==> config.mk <==
export PLATFORM = sky130hd
export DESIGN_NAME = ccrc_regs
export DESIGN_NICKNAME = d
export VERILOG_FILES = /design/src/ccrc_pkg.sv /design/src/ccrc_regs.sv
export VERILOG_INCLUDE_DIRS = /design/src /design/src/src
export SDC_FILE = /design/constraint.sdc
export NUM_CORES = 1
export LEC_CHECK = 0
export BUFFER_PORTS_ARGS = -buffer_cell sky130_fd_sc_hd__buf_4
export CAP_MARGIN = 20
export CORE_ASPECT_RATIO = 1.25
export CORE_UTILIZATION = 25
export CTS_BUF_LIST = sky130_fd_sc_hd__clkbuf_4
export CTS_CLUSTER_DIAMETER = 100
export CTS_CLUSTER_SIZE = 14
export DETAILED_ROUTE_END_ITERATION = 6
export PLACE_DENSITY = 0.44
export SLEW_MARGIN = 20
export SYNTH_ARGS = -nofsm -noshare
export SYNTH_HDL_FRONTEND = slang
export SYNTH_SLANG_ARGS = --single-unit
export TNS_END_PERCENT = 50
==> constraint.sdc <==
create_clock -name i_clk -period 4.6 [get_ports i_clk]
set_input_delay 0.69 -clock i_clk [delete_from_list [all_inputs] [get_ports i_clk]]
set_output_delay 0.69 -clock i_clk [all_outputs]
set_load 0.05 [all_outputs]
==> src/ccrc_defs.svh <==
// Register offsets, field positions, reset values and setpoint constants
`ifndef CCRC_DEFS_SVH
`define CCRC_DEFS_SVH
`define CCRC_ADDR_CUR        8'h04
`define CCRC_ADDR_THR        8'h05
`define CCRC_FCC_HI          6
`define CCRC_FCC_LO          2
`define CCRC_TWC_HI          1
`define CCRC_TWC_LO          0
`define CCRC_RDIS_BIT        7
`define CCRC_RTH_HI          6
`define CCRC_RTH_LO          5
`define CCRC_FCC_RST         5'h0e
`define CCRC_TWC_RST         2'h2
`define CCRC_RDIS_RST        1'h0
`define CCRC_RTH_RST         2'h3
`define CCRC_FCC_STEP_MA     11'h032
`define CCRC_FCC_RST_MA      11'h2ee
`define CCRC_FCC_1200_CODE   5'h16
`define CCRC_FCC_1200_MA     11'h4b0
`define CCRC_FCC_1300_MA     11'h514
`define CCRC_TWC_MA0         7'h05
`define CCRC_TWC_MA1         7'h0a
`define CCRC_TWC_MA2         7'h14
`define CCRC_TWC_MA3         7'h50
`define CCRC_RTH_MV0         9'h050
`define CCRC_RTH_MV1         9'h08c
`define CCRC_RTH_MV2         9'h0c8
`define CCRC_RTH_MV3         9'h104
`endif

==> src/ccrc_pkg.sv <==
// Types shared by the charge current and recharge configuration block
package ccrc_pkg;
  typedef logic [7:0] ccrc_byte_t;
endpackage

==> src/ccrc_regs.sv <==
// Charge current and recharge configuration registers with setpoint decode
`timescale 1ns/1ps
`include "ccrc_defs.svh"
module ccrc_regs
  import ccrc_pkg::*;
#(
  parameter int ADDR_W = 8
) (
  // Clock and reset
  input  wire logic              i_clk,
  input  wire logic              i_rst_n,
  // Register access from the serial host interface
  input  wire logic [ADDR_W-1:0] i_addr,
  input  wire logic              i_wr_en,
  input  wire ccrc_byte_t        i_wr_data,
  output ccrc_byte_t             o_rd_data,
  // Codes and setpoints to the analog loops
  output logic [4:0]             o_fast_charge_current_code,
  output logic [1:0]             o_trickle_weak_current_code,
  output logic                   o_recharge_disable,
  output logic [1:0]             o_recharge_threshold_code,
  output logic [10:0]            o_fast_charge_ma,
  output logic [6:0]             o_trickle_weak_ma,
  output logic [8:0]             o_recharge_threshold_mv,
  output logic                   o_recharge_enable
);

  if (ADDR_W < 8) begin : g_chk
    $error("ADDR_W must be at least 8");
  end

  logic [4:0]  fcc_q, fcc_d;
  logic [1:0]  twc_q, twc_d;
  logic        rdis_q, rdis_d;
  logic [1:0]  rth_q, rth_d;
  ccrc_byte_t  rd_d;
  logic [10:0] fma_d;
  logic [6:0]  tma_d;
  logic [8:0]  rmv_d;

  function automatic logic [10:0] fcc_ma(input logic [4:0] c);
    if (c < `CCRC_FCC_1200_CODE)
      fcc_ma = 11'(({6'h00, c} + 11'h001) * `CCRC_FCC_STEP_MA);
    else if (c == `CCRC_FCC_1200_CODE)
      fcc_ma = `CCRC_FCC_1200_MA;
    else
      fcc_ma = `CCRC_FCC_1300_MA;
  endfunction

  // Exact match on the full address, so a wider bus never aliases onto the registers
  function automatic logic addr_hit(input logic [ADDR_W-1:0] a, input ccrc_byte_t reg_addr);
    addr_hit = (a == ADDR_W'(reg_addr));
  endfunction

  wire logic hit_cur = addr_hit(i_addr, `CCRC_ADDR_CUR);
  wire logic hit_thr = addr_hit(i_addr, `CCRC_ADDR_THR);

  // Read data is built from next values so a write shows in the same read
  always_comb begin
    fcc_d  = fcc_q;
    twc_d  = twc_q;
    rdis_d = rdis_q;
    rth_d  = rth_q;
    if (i_wr_en && hit_cur) begin
      fcc_d = i_wr_data[`CCRC_FCC_HI:`CCRC_FCC_LO];
      twc_d = i_wr_data[`CCRC_TWC_HI:`CCRC_TWC_LO];
    end
    if (i_wr_en && hit_thr) begin
      rdis_d = i_wr_data[`CCRC_RDIS_BIT];
      rth_d  = i_wr_data[`CCRC_RTH_HI:`CCRC_RTH_LO];
    end
    if (hit_cur)
      rd_d = {1'b0, fcc_d, twc_d};
    else if (hit_thr)
      rd_d = {rdis_d, rth_d, 5'h00};
    else
      rd_d = 8'h00;
    fma_d = fcc_ma(fcc_d);
    unique case (twc_d)
      2'h0: tma_d = `CCRC_TWC_MA0;
      2'h1: tma_d = `CCRC_TWC_MA1;
      2'h2: tma_d = `CCRC_TWC_MA2;
      2'h3: tma_d = `CCRC_TWC_MA3;
    endcase
    unique case (rth_d)
      2'h0: rmv_d = `CCRC_RTH_MV0;
      2'h1: rmv_d = `CCRC_RTH_MV1;
      2'h2: rmv_d = `CCRC_RTH_MV2;
      2'h3: rmv_d = `CCRC_RTH_MV3;
    endcase
  end

  always_ff @(posedge i_clk) begin
    if (!i_rst_n) begin
      fcc_q                   <= `CCRC_FCC_RST;
      twc_q                   <= `CCRC_TWC_RST;
      rdis_q                  <= `CCRC_RDIS_RST;
      rth_q                   <= `CCRC_RTH_RST;
      o_rd_data               <= 8'h00;
      o_fast_charge_ma        <= `CCRC_FCC_RST_MA;
      o_trickle_weak_ma       <= `CCRC_TWC_MA2;
      o_recharge_threshold_mv <= `CCRC_RTH_MV3;
    end else begin
      fcc_q                   <= fcc_d;
      twc_q                   <= twc_d;
      rdis_q                  <= rdis_d;
      rth_q                   <= rth_d;
      o_rd_data               <= rd_d;
      o_fast_charge_ma        <= fma_d;
      o_trickle_weak_ma       <= tma_d;
      o_recharge_threshold_mv <= rmv_d;
    end
  end

  assign o_fast_charge_current_code  = fcc_q;
  assign o_trickle_weak_current_code = twc_q;
  assign o_recharge_disable          = rdis_q;
  assign o_recharge_threshold_code   = rth_q;
  assign o_recharge_enable           = !rdis_q;

  // Checks on stored codes, decoded setpoints and read data
  property p_fcc_write;
    @(posedge i_clk) disable iff (!i_rst_n)
      (i_wr_en && hit_cur) |=> (fcc_q == $past(i_wr_data[`CCRC_FCC_HI:`CCRC_FCC_LO]));
  endproperty
  a_fcc_write: assert property (p_fcc_write) else $error("fast code not stored");

  property p_twc_write;
    @(posedge i_clk) disable iff (!i_rst_n)
      (i_wr_en && hit_cur) |=> (twc_q == $past(i_wr_data[`CCRC_TWC_HI:`CCRC_TWC_LO]));
  endproperty
  a_twc_write: assert property (p_twc_write) else $error("trickle code not stored");

  property p_cur_hold;
    @(posedge i_clk) disable iff (!i_rst_n)
      !(i_wr_en && hit_cur) |=> ($stable(fcc_q) && $stable(twc_q));
  endproperty
  a_cur_hold: assert property (p_cur_hold) else $error("current register changed without write");

  property p_fcc_ma;
    @(posedge i_clk) disable iff (!i_rst_n)
      ##1 (fcc_q < `CCRC_FCC_1200_CODE) |-> (o_fast_charge_ma == 11'(`CCRC_FCC_STEP_MA * (fcc_q + 1)));
  endproperty
  a_fcc_ma: assert property (p_fcc_ma) else $error("fast current decode wrong");

  property p_fcc_top;
    @(posedge i_clk) disable iff (!i_rst_n)
      ##1 (fcc_q >= `CCRC_FCC_1200_CODE) |->
        (o_fast_charge_ma == ((fcc_q == `CCRC_FCC_1200_CODE) ? `CCRC_FCC_1200_MA : `CCRC_FCC_1300_MA));
  endproperty
  a_fcc_top: assert property (p_fcc_top) else $error("top fast current wrong");

  property p_twc_ma;
    @(posedge i_clk) disable iff (!i_rst_n)
      ##1 1'b1 |-> (o_trickle_weak_ma == ((twc_q == 2'h3) ? `CCRC_TWC_MA3 : 7'(`CCRC_TWC_MA0 << twc_q)));
  endproperty
  a_twc_ma: assert property (p_twc_ma) else $error("trickle decode wrong");

  property p_rdis;
    @(posedge i_clk) disable iff (!i_rst_n)
      (i_wr_en && hit_thr) |=> (o_recharge_enable == !$past(i_wr_data[`CCRC_RDIS_BIT]));
  endproperty
  a_rdis: assert property (p_rdis) else $error("recharge disable not applied");

  property p_rdis_code;
    @(posedge i_clk) disable iff (!i_rst_n)
      (i_wr_en && hit_thr) |=> (rdis_q == $past(i_wr_data[`CCRC_RDIS_BIT]));
  endproperty
  a_rdis_code: assert property (p_rdis_code) else $error("recharge disable bit not stored");

  property p_rth_write;
    @(posedge i_clk) disable iff (!i_rst_n)
      (i_wr_en && hit_thr) |=> (rth_q == $past(i_wr_data[`CCRC_RTH_HI:`CCRC_RTH_LO]));
  endproperty
  a_rth_write: assert property (p_rth_write) else $error("threshold code not stored");

  property p_thr_hold;
    @(posedge i_clk) disable iff (!i_rst_n)
      !(i_wr_en && hit_thr) |=> ($stable(rdis_q) && $stable(rth_q));
  endproperty
  a_thr_hold: assert property (p_thr_hold) else $error("threshold register changed without write");

  property p_rth_mv;
    @(posedge i_clk) disable iff (!i_rst_n)
      ##1 1'b1 |-> (o_recharge_threshold_mv == 9'(`CCRC_RTH_MV0 + (`CCRC_RTH_MV1 - `CCRC_RTH_MV0) * rth_q));
  endproperty
  a_rth_mv: assert property (p_rth_mv) else $error("threshold decode wrong");

  property p_bit7;
    @(posedge i_clk) disable iff (!i_rst_n)
      hit_cur |=> (o_rd_data[7] == 1'b0);
  endproperty
  a_bit7: assert property (p_bit7) else $error("bit 7 not zero");

  property p_cur_read;
    @(posedge i_clk) disable iff (!i_rst_n)
      hit_cur |=> (o_rd_data == {1'b0, fcc_q, twc_q});
  endproperty
  a_cur_read: assert property (p_cur_read) else $error("current register read wrong");

  property p_thr_read;
    @(posedge i_clk) disable iff (!i_rst_n)
      hit_thr |=> (o_rd_data == {rdis_q, rth_q, 5'h00});
  endproperty
  a_thr_read: assert property (p_thr_read) else $error("threshold register read wrong");

  property p_unmapped;
    @(posedge i_clk) disable iff (!i_rst_n)
      !(hit_cur || hit_thr) |=> (o_rd_data == 8'h00);
  endproperty
  a_unmapped: assert property (p_unmapped) else $error("unmapped read not zero");

  property p_reset;
    @(posedge i_clk) $rose(i_rst_n) |->
      (fcc_q == `CCRC_FCC_RST && twc_q == `CCRC_TWC_RST && rdis_q == `CCRC_RDIS_RST && rth_q == `CCRC_RTH_RST);
  endproperty
  a_reset: assert property (p_reset) else $error("reset values wrong");

  property p_rst_out;
    @(posedge i_clk) $rose(i_rst_n) |->
      (o_fast_charge_ma == `CCRC_FCC_RST_MA && o_trickle_weak_ma == `CCRC_TWC_MA2 &&
       o_recharge_threshold_mv == `CCRC_RTH_MV3 && o_rd_data == 8'h00);
  endproperty
  a_rst_out: assert property (p_rst_out) else $error("reset outputs wrong");
endmodule

## Word-level counts from Yosys, hierarchy flattened

Cells that the tools add are included.

| storage, ports and cells | value |
|---|---|
| bits in registers | 45 |
| bits of input ports | 19 |
| output and inout bits | 46 |
| logic and storage cells | 41 |

| operators by class | value |
|---|---|
| add/sub/neg operators | 1 |
| $mul | 1 |
| $lt $le $gt $ge | 1 |
| equal/unequal tests | 9 |
| multiplexer cells | 10 |
| bitwise operators | 2 |
| reduce and logical (&&, ||, !) cells | 7 |

Operators by type and width:

| cell | count |
|---|---|
| $pmux W9 S4 | 1 |
| $pmux W7 S4 | 1 |
| $eq A8 B3 Y1 const B | 2 |
| $mux W7 | 2 |
| $mux W11 | 1 |
| $mul A6 B5 Y10 const B | 1 |
| $mux W9 | 1 |
| $eq A2 B2 Y1 const B | 4 |
| $add A5 B1 Y6 const B | 1 |
| $eq A5 B5 Y1 const B | 1 |
| $lt A5 B5 Y1 const B | 1 |
| $mux W5 | 1 |
| $eq A2 B1 Y1 const B | 2 |
| $logic_not A2 Y1 | 2 |
| $mux W2 | 2 |
| $reduce_or A3 Y1 | 1 |
| $logic_and A1 B1 Y1 | 2 |
| $not A1 Y1 | 2 |
| $reduce_or A2 Y1 | 1 |
| $logic_not A1 Y1 | 1 |
| $mux W1 | 1 |

## Depth between registers and ports, before layout

| logic depth | value |
|---|---|
| depth in word-level cells | 6 |
| gate-level depth with buffers | 18 |
| gate-level depth less buffers | 18 |

## Worst setup path before layout

No wires, ideal clock.

| timing | value |
|---|---|
| path kind | input to register |
| from | input port i_addr[5] |
| to | register o_fast_charge_ma[10] |
| arrival | 4.302 ns |
| data required time | 4.481 ns |
| path slack | 0.179 ns |
| stages | 17 |
| path buffers | 0 |
| cells stage by stage | or4_4 > nor3_4 > mux2i_1 > inv_1 > ha_1 > nand3_1 > mux2i_1 > xor2_1 > ha_1 > inv_1 > ha_1 > ha_1 > ha_1 > a21oi_1 > o21ai_0 > xnor2_1 > a21boi_1 |

| between the ends | value |
|---|---|
| cells in the longest elaborated chain, start to end | 6 |
| elaborated cells between the ends (all ways) | 7 |

RTL lines:

| what | line | RTL |
|---|---|---|
| start, declared | ccrc_regs.sv:13 | `input wire logic [ADDR_W-1:0] i_addr,` |
| $eq A8 B3 Y1 * | ccrc_regs.sv:52 | `addr_hit = (a == ADDR_W'(reg_addr));` |
| $logic_and A1 B1 Y1 * | ccrc_regs.sv:64 | `if (i_wr_en && hit_cur) begin` |
| $mux W5 * | ccrc_regs.sv:64 |  |
| net fcc_d[1] | ccrc_regs.sv:32 | `logic [4:0] fcc_q, fcc_d;` |
| $add A5 B1 Y6 | ccrc_regs.sv:43 | `` fcc_ma = 11'(({6'h00, c} + 11'h001) * `CCRC_FCC_STEP_MA); `` |
| $mul A6 B5 Y10 (no source line) | n/a |  |
| $mux W11 * | ccrc_regs.sv:42 | `` if (c < `CCRC_FCC_1200_CODE) `` |
| end signal, assigned | ccrc_regs.sv:100 | `` o_fast_charge_ma <= `CCRC_FCC_RST_MA; `` |
| end signal, assigned | ccrc_regs.sv:109 | `o_fast_charge_ma <= fma_d;` |
| end, declared | ccrc_regs.sv:22 | `output logic [10:0] o_fast_charge_ma,` |

Mark *: on every way through the listed nets, which the timed path passes. The rest lies on a longest branch.
A chain may end at the register's enable or synchronous reset.

## Worst setup path after layout

Same ends and word-level chain as after synthesis.

==> flow_metrics.env <==
export IMPL_finClkSkew_ns=0.00814
export IMPL_r2r_end="o_fast_charge_ma[10]$_SDFF_PN0_"
export IMPL_critPathCaptureType="flop"
export IMPL_ir_drop_uv=79.1
export IMPL_r2r_cells=15
export IMPL_routed_via_density=4.37
export IMPL_io_buffers=59
export IMPL_synth_distinct_cells=46
export IMPL_first_pass_iters=4
export IMPL_worst_hold_path_endpoint="o_recharge_disable$_SDFF_PN0_"
export IMPL_finalSetupViolations=0
export IMPL_cts_buffers=5
export IMPL_fp_dieW_um=80.9
export IMPL_ys_dominant_reg_cell="dfxtp_1"
export IMPL_yosysWarningCount=0
export IMPL_avgRoutedWirePerCell_um=13.2
export IMPL_ff_latch_area_um2=741
export IMPL_rsz0062_at_grt="false"
export IMPL_tns_ns=0
export IMPL_top_layer="met4"
export IMPL_synth_area_per_cell_um2=9.78
export IMPL_dp_hpwl_um=3770
export IMPL_rows=35
export IMPL_hp_start="o_recharge_disable$_SDFF_PN0_"
export IMPL_async_reset_ff_share_pct=0
export IMPL_antenna_found_initial=0
export IMPL_fin_util_pct=34.2
export IMPL_diodes=0
export IMPL_pin_count=65
export IMPL_synth_edf_count=0
export IMPL_multi_input_area_mm2=0.00108
export IMPL_reg2reg_from="o_fast_charge_current_code[0]$_SDFF_PN0_"
export IMPL_synth_cells=199
export IMPL_path_max_fanout=3
export IMPL_timing_reg2reg_setup_slack_ns=1.35
export IMPL_htreeDepth=2
export IMPL_slew_violations=0
export IMPL_layout_common_cells="65 x buf_4, 37 x dfxtp_1, 19 x ha_1, 15 x inv_1, 13 x nand2_1"
export IMPL_leakage_nw=1.18
export IMPL_route_detailed_drc=0
export IMPL_drt_total_wl_um=4710
export IMPL_min_path_type="reg2reg"
export IMPL_gp_congestion=0.836
export IMPL_holdPathStages=2
export IMPL_grt_max_degree=28
export IMPL_status="finished, final reports clean"
export IMPL_finalHoldViolCount=0
export IMPL_gr_usage_all_layers_pct=12.7
export IMPL_wl_met2_um=2420
export IMPL_arrival_ns=4.31
export IMPL_cts_sinks=37
export IMPL_clockBufferDepth=2
export IMPL_coreArea_mm2=0.00744
export IMPL_power_uw=534
export IMPL_cts_tree="built"
export IMPL_hold_buffers=0
export IMPL_drt_iter0_drc=48
export IMPL_clkTransAtPathRegs_ns=0.11
export IMPL_wl_met3_um=229
export IMPL_overflow=0
export IMPL_antenna_left=0
export IMPL_fin_crit_sh_pct=88.7
export IMPL_grt_pass1_wl_um=7680
export IMPL_grt_pass1_vias=1577
export IMPL_powerDensity_mw_per_mm2=210
export IMPL_fin_crit_ns=4.08
export IMPL_layout_drive_gt1_share_pct=31.7
export IMPL_max_freq_ghz=0.245
export IMPL_syn_area_mm2=0.00195
export IMPL_ys_seq_area_share_pct=38.1
export IMPL_final_common_cell="buf_4"
export IMPL_vias=1561
export IMPL_startpoint_type="input port"
export IMPL_max_cap_violations=0
export IMPL_n_fill_cell=833
export IMPL_crit_required_ns=4.83
export IMPL_postCtsSetupBuffers=0
export IMPL_root_buffer="clkbuf_4"
export IMPL_path_class="in2reg"
export IMPL_clock_latency_ns=0.34
export IMPL_initial_core_util_pct=26.1
export IMPL_area_growth_pct=30.7
export IMPL_final_nets=303
export IMPL_ctsResizeCount=0
export IMPL_wl_met1_um=1980
export IMPL_synth_seq_cells=37
export IMPL_die_h_um=101
export IMPL_dieArea_mm2=0.00814
[worst max-delay path: stages]
cell and delay [ns]:
buf_4 0.12, or4_4 0.57, nor3_4 0.20, mux2i_1 0.25, inv_1 0.09, ha_1 0.22
nand3_1 0.09, mux2i_1 0.09, xor2_1 0.28, ha_1 0.29, inv_1 0.06, ha_1 0.23
ha_1 0.30, ha_1 0.33, a21oi_1 0.15, o21ai_0 0.12, xnor2_1 0.18, a21boi_1 0.08
[kinds of logic after synthesis]
kind of cell    count (synthesis)  synth area share [%]
buf+inv                        28                  6.95
fa+ha+maj                      20                  13.2
flops                          37                  38.1
xor+xnor                       13                  6.24
mux                            15                  8.62
compound gates                 29                  10.1
other cells                     1                 0.193
simple gates                   56                  16.6
[registers in the layout (all words and copies together), names as in the netlist]
register / flops
o_trickle_weak_ma: 4
o_recharge_threshold_mv: 5
o_fast_charge_current_code: 5
o_trickle_weak_current_code: 2
o_recharge_threshold_code: 2
o_rd_data: 8
o_fast_charge_ma: 10
o_recharge_disable: 1
[power breakdown]
group | internal, mW | total (mW) | switching [mW]
sequential | 0.321 | 0.322 | 0.000425
combinational | 0.0194 | 0.0517 | 0.0323
clock | 0.0553 | 0.161 | 0.106
total | 0.396 | 0.534 | 0.138
[metrics by stage]
stage               area, um^2  hold slack (ns)  worst slack (ns)  std cells
global placement          2490            0.548             0.155        349
detailed placement        2490            0.568             0.158        349
CTS                       2540            0.561             0.506        357
finish                    2540            0.573             0.522        357
floorplan                 1960            0.741             0.179        203
global route              2540            0.570             0.276        357
[routing by layer]
layer	global-route usage [%]	vias to the layer above
met4	4.95	0
met5	0	-
met2	22.3	34
met1	14.7	724
li1	-	796
met3	2.90	7
[synth_stat cells (all sizes together), types with 2 or more instances]
| library cell | instances | share of area [%] |
|---|---|---|
| xnor2 | 9 | 4.4 |
| nand2b | 3 | 0.96 |
| nand2 | 13 | 2.5 |
| a21oi | 6 | 1.5 |
| dfxtp | 37 | 38 |
| nand3 | 8 | 2.3 |
| xor2 | 4 | 1.8 |
| nor2b | 2 | 0.64 |
| nor4 | 2 | 0.96 |
| nor2 | 9 | 1.7 |
| clkbuf | 3 | 0.58 |
| a211oi | 2 | 0.77 |
| a21boi | 4 | 1.5 |
| mux2i | 14 | 8.0 |
| inv | 17 | 3.3 |
| a21o | 4 | 1.5 |
| o21ai | 7 | 1.8 |
| buf | 8 | 3.1 |
| nand3b | 2 | 0.77 |
| and2 | 6 | 1.9 |
| ha | 19 | 12 |
| nor3 | 5 | 1.9 |
[layout make-up]
class,count,share of cell area [%]
clock buffer,5,1.48
clock inverter,3,0.492
inverter,17,2.51
multi-input combinational,138,42.7
sequential,37,29.1
tap,92,4.53
timing repair buffer,65,19.2
[how the worst max path moves through the flow]
| stage | startpoint | endpoint | slack (ns) | depth (start not counted) |
|---|---|---|---|---|
| after global routing | i_addr[5] | o_fast_charge_ma[10]$_SDFF_PN0_ | 0.28 | 18 |
| after floorplan | i_addr[5] | o_fast_charge_ma[10]$_SDFF_PN0_ | 0.18 | 17 |
| after detailed placement | i_addr[5] | o_fast_charge_ma[10]$_SDFF_PN0_ | 0.16 | 18 |
| after global placement | i_addr[5] | o_fast_charge_ma[10]$_SDFF_PN0_ | 0.15 | 18 |
| final | i_addr[5] | o_fast_charge_ma[10]$_SDFF_PN0_ | 0.52 | 18 |
| after CTS | i_addr[5] | o_fast_charge_ma[10]$_SDFF_PN0_ | 0.51 | 18 |
Note: power is estimated with default switching activity, not from simulation.
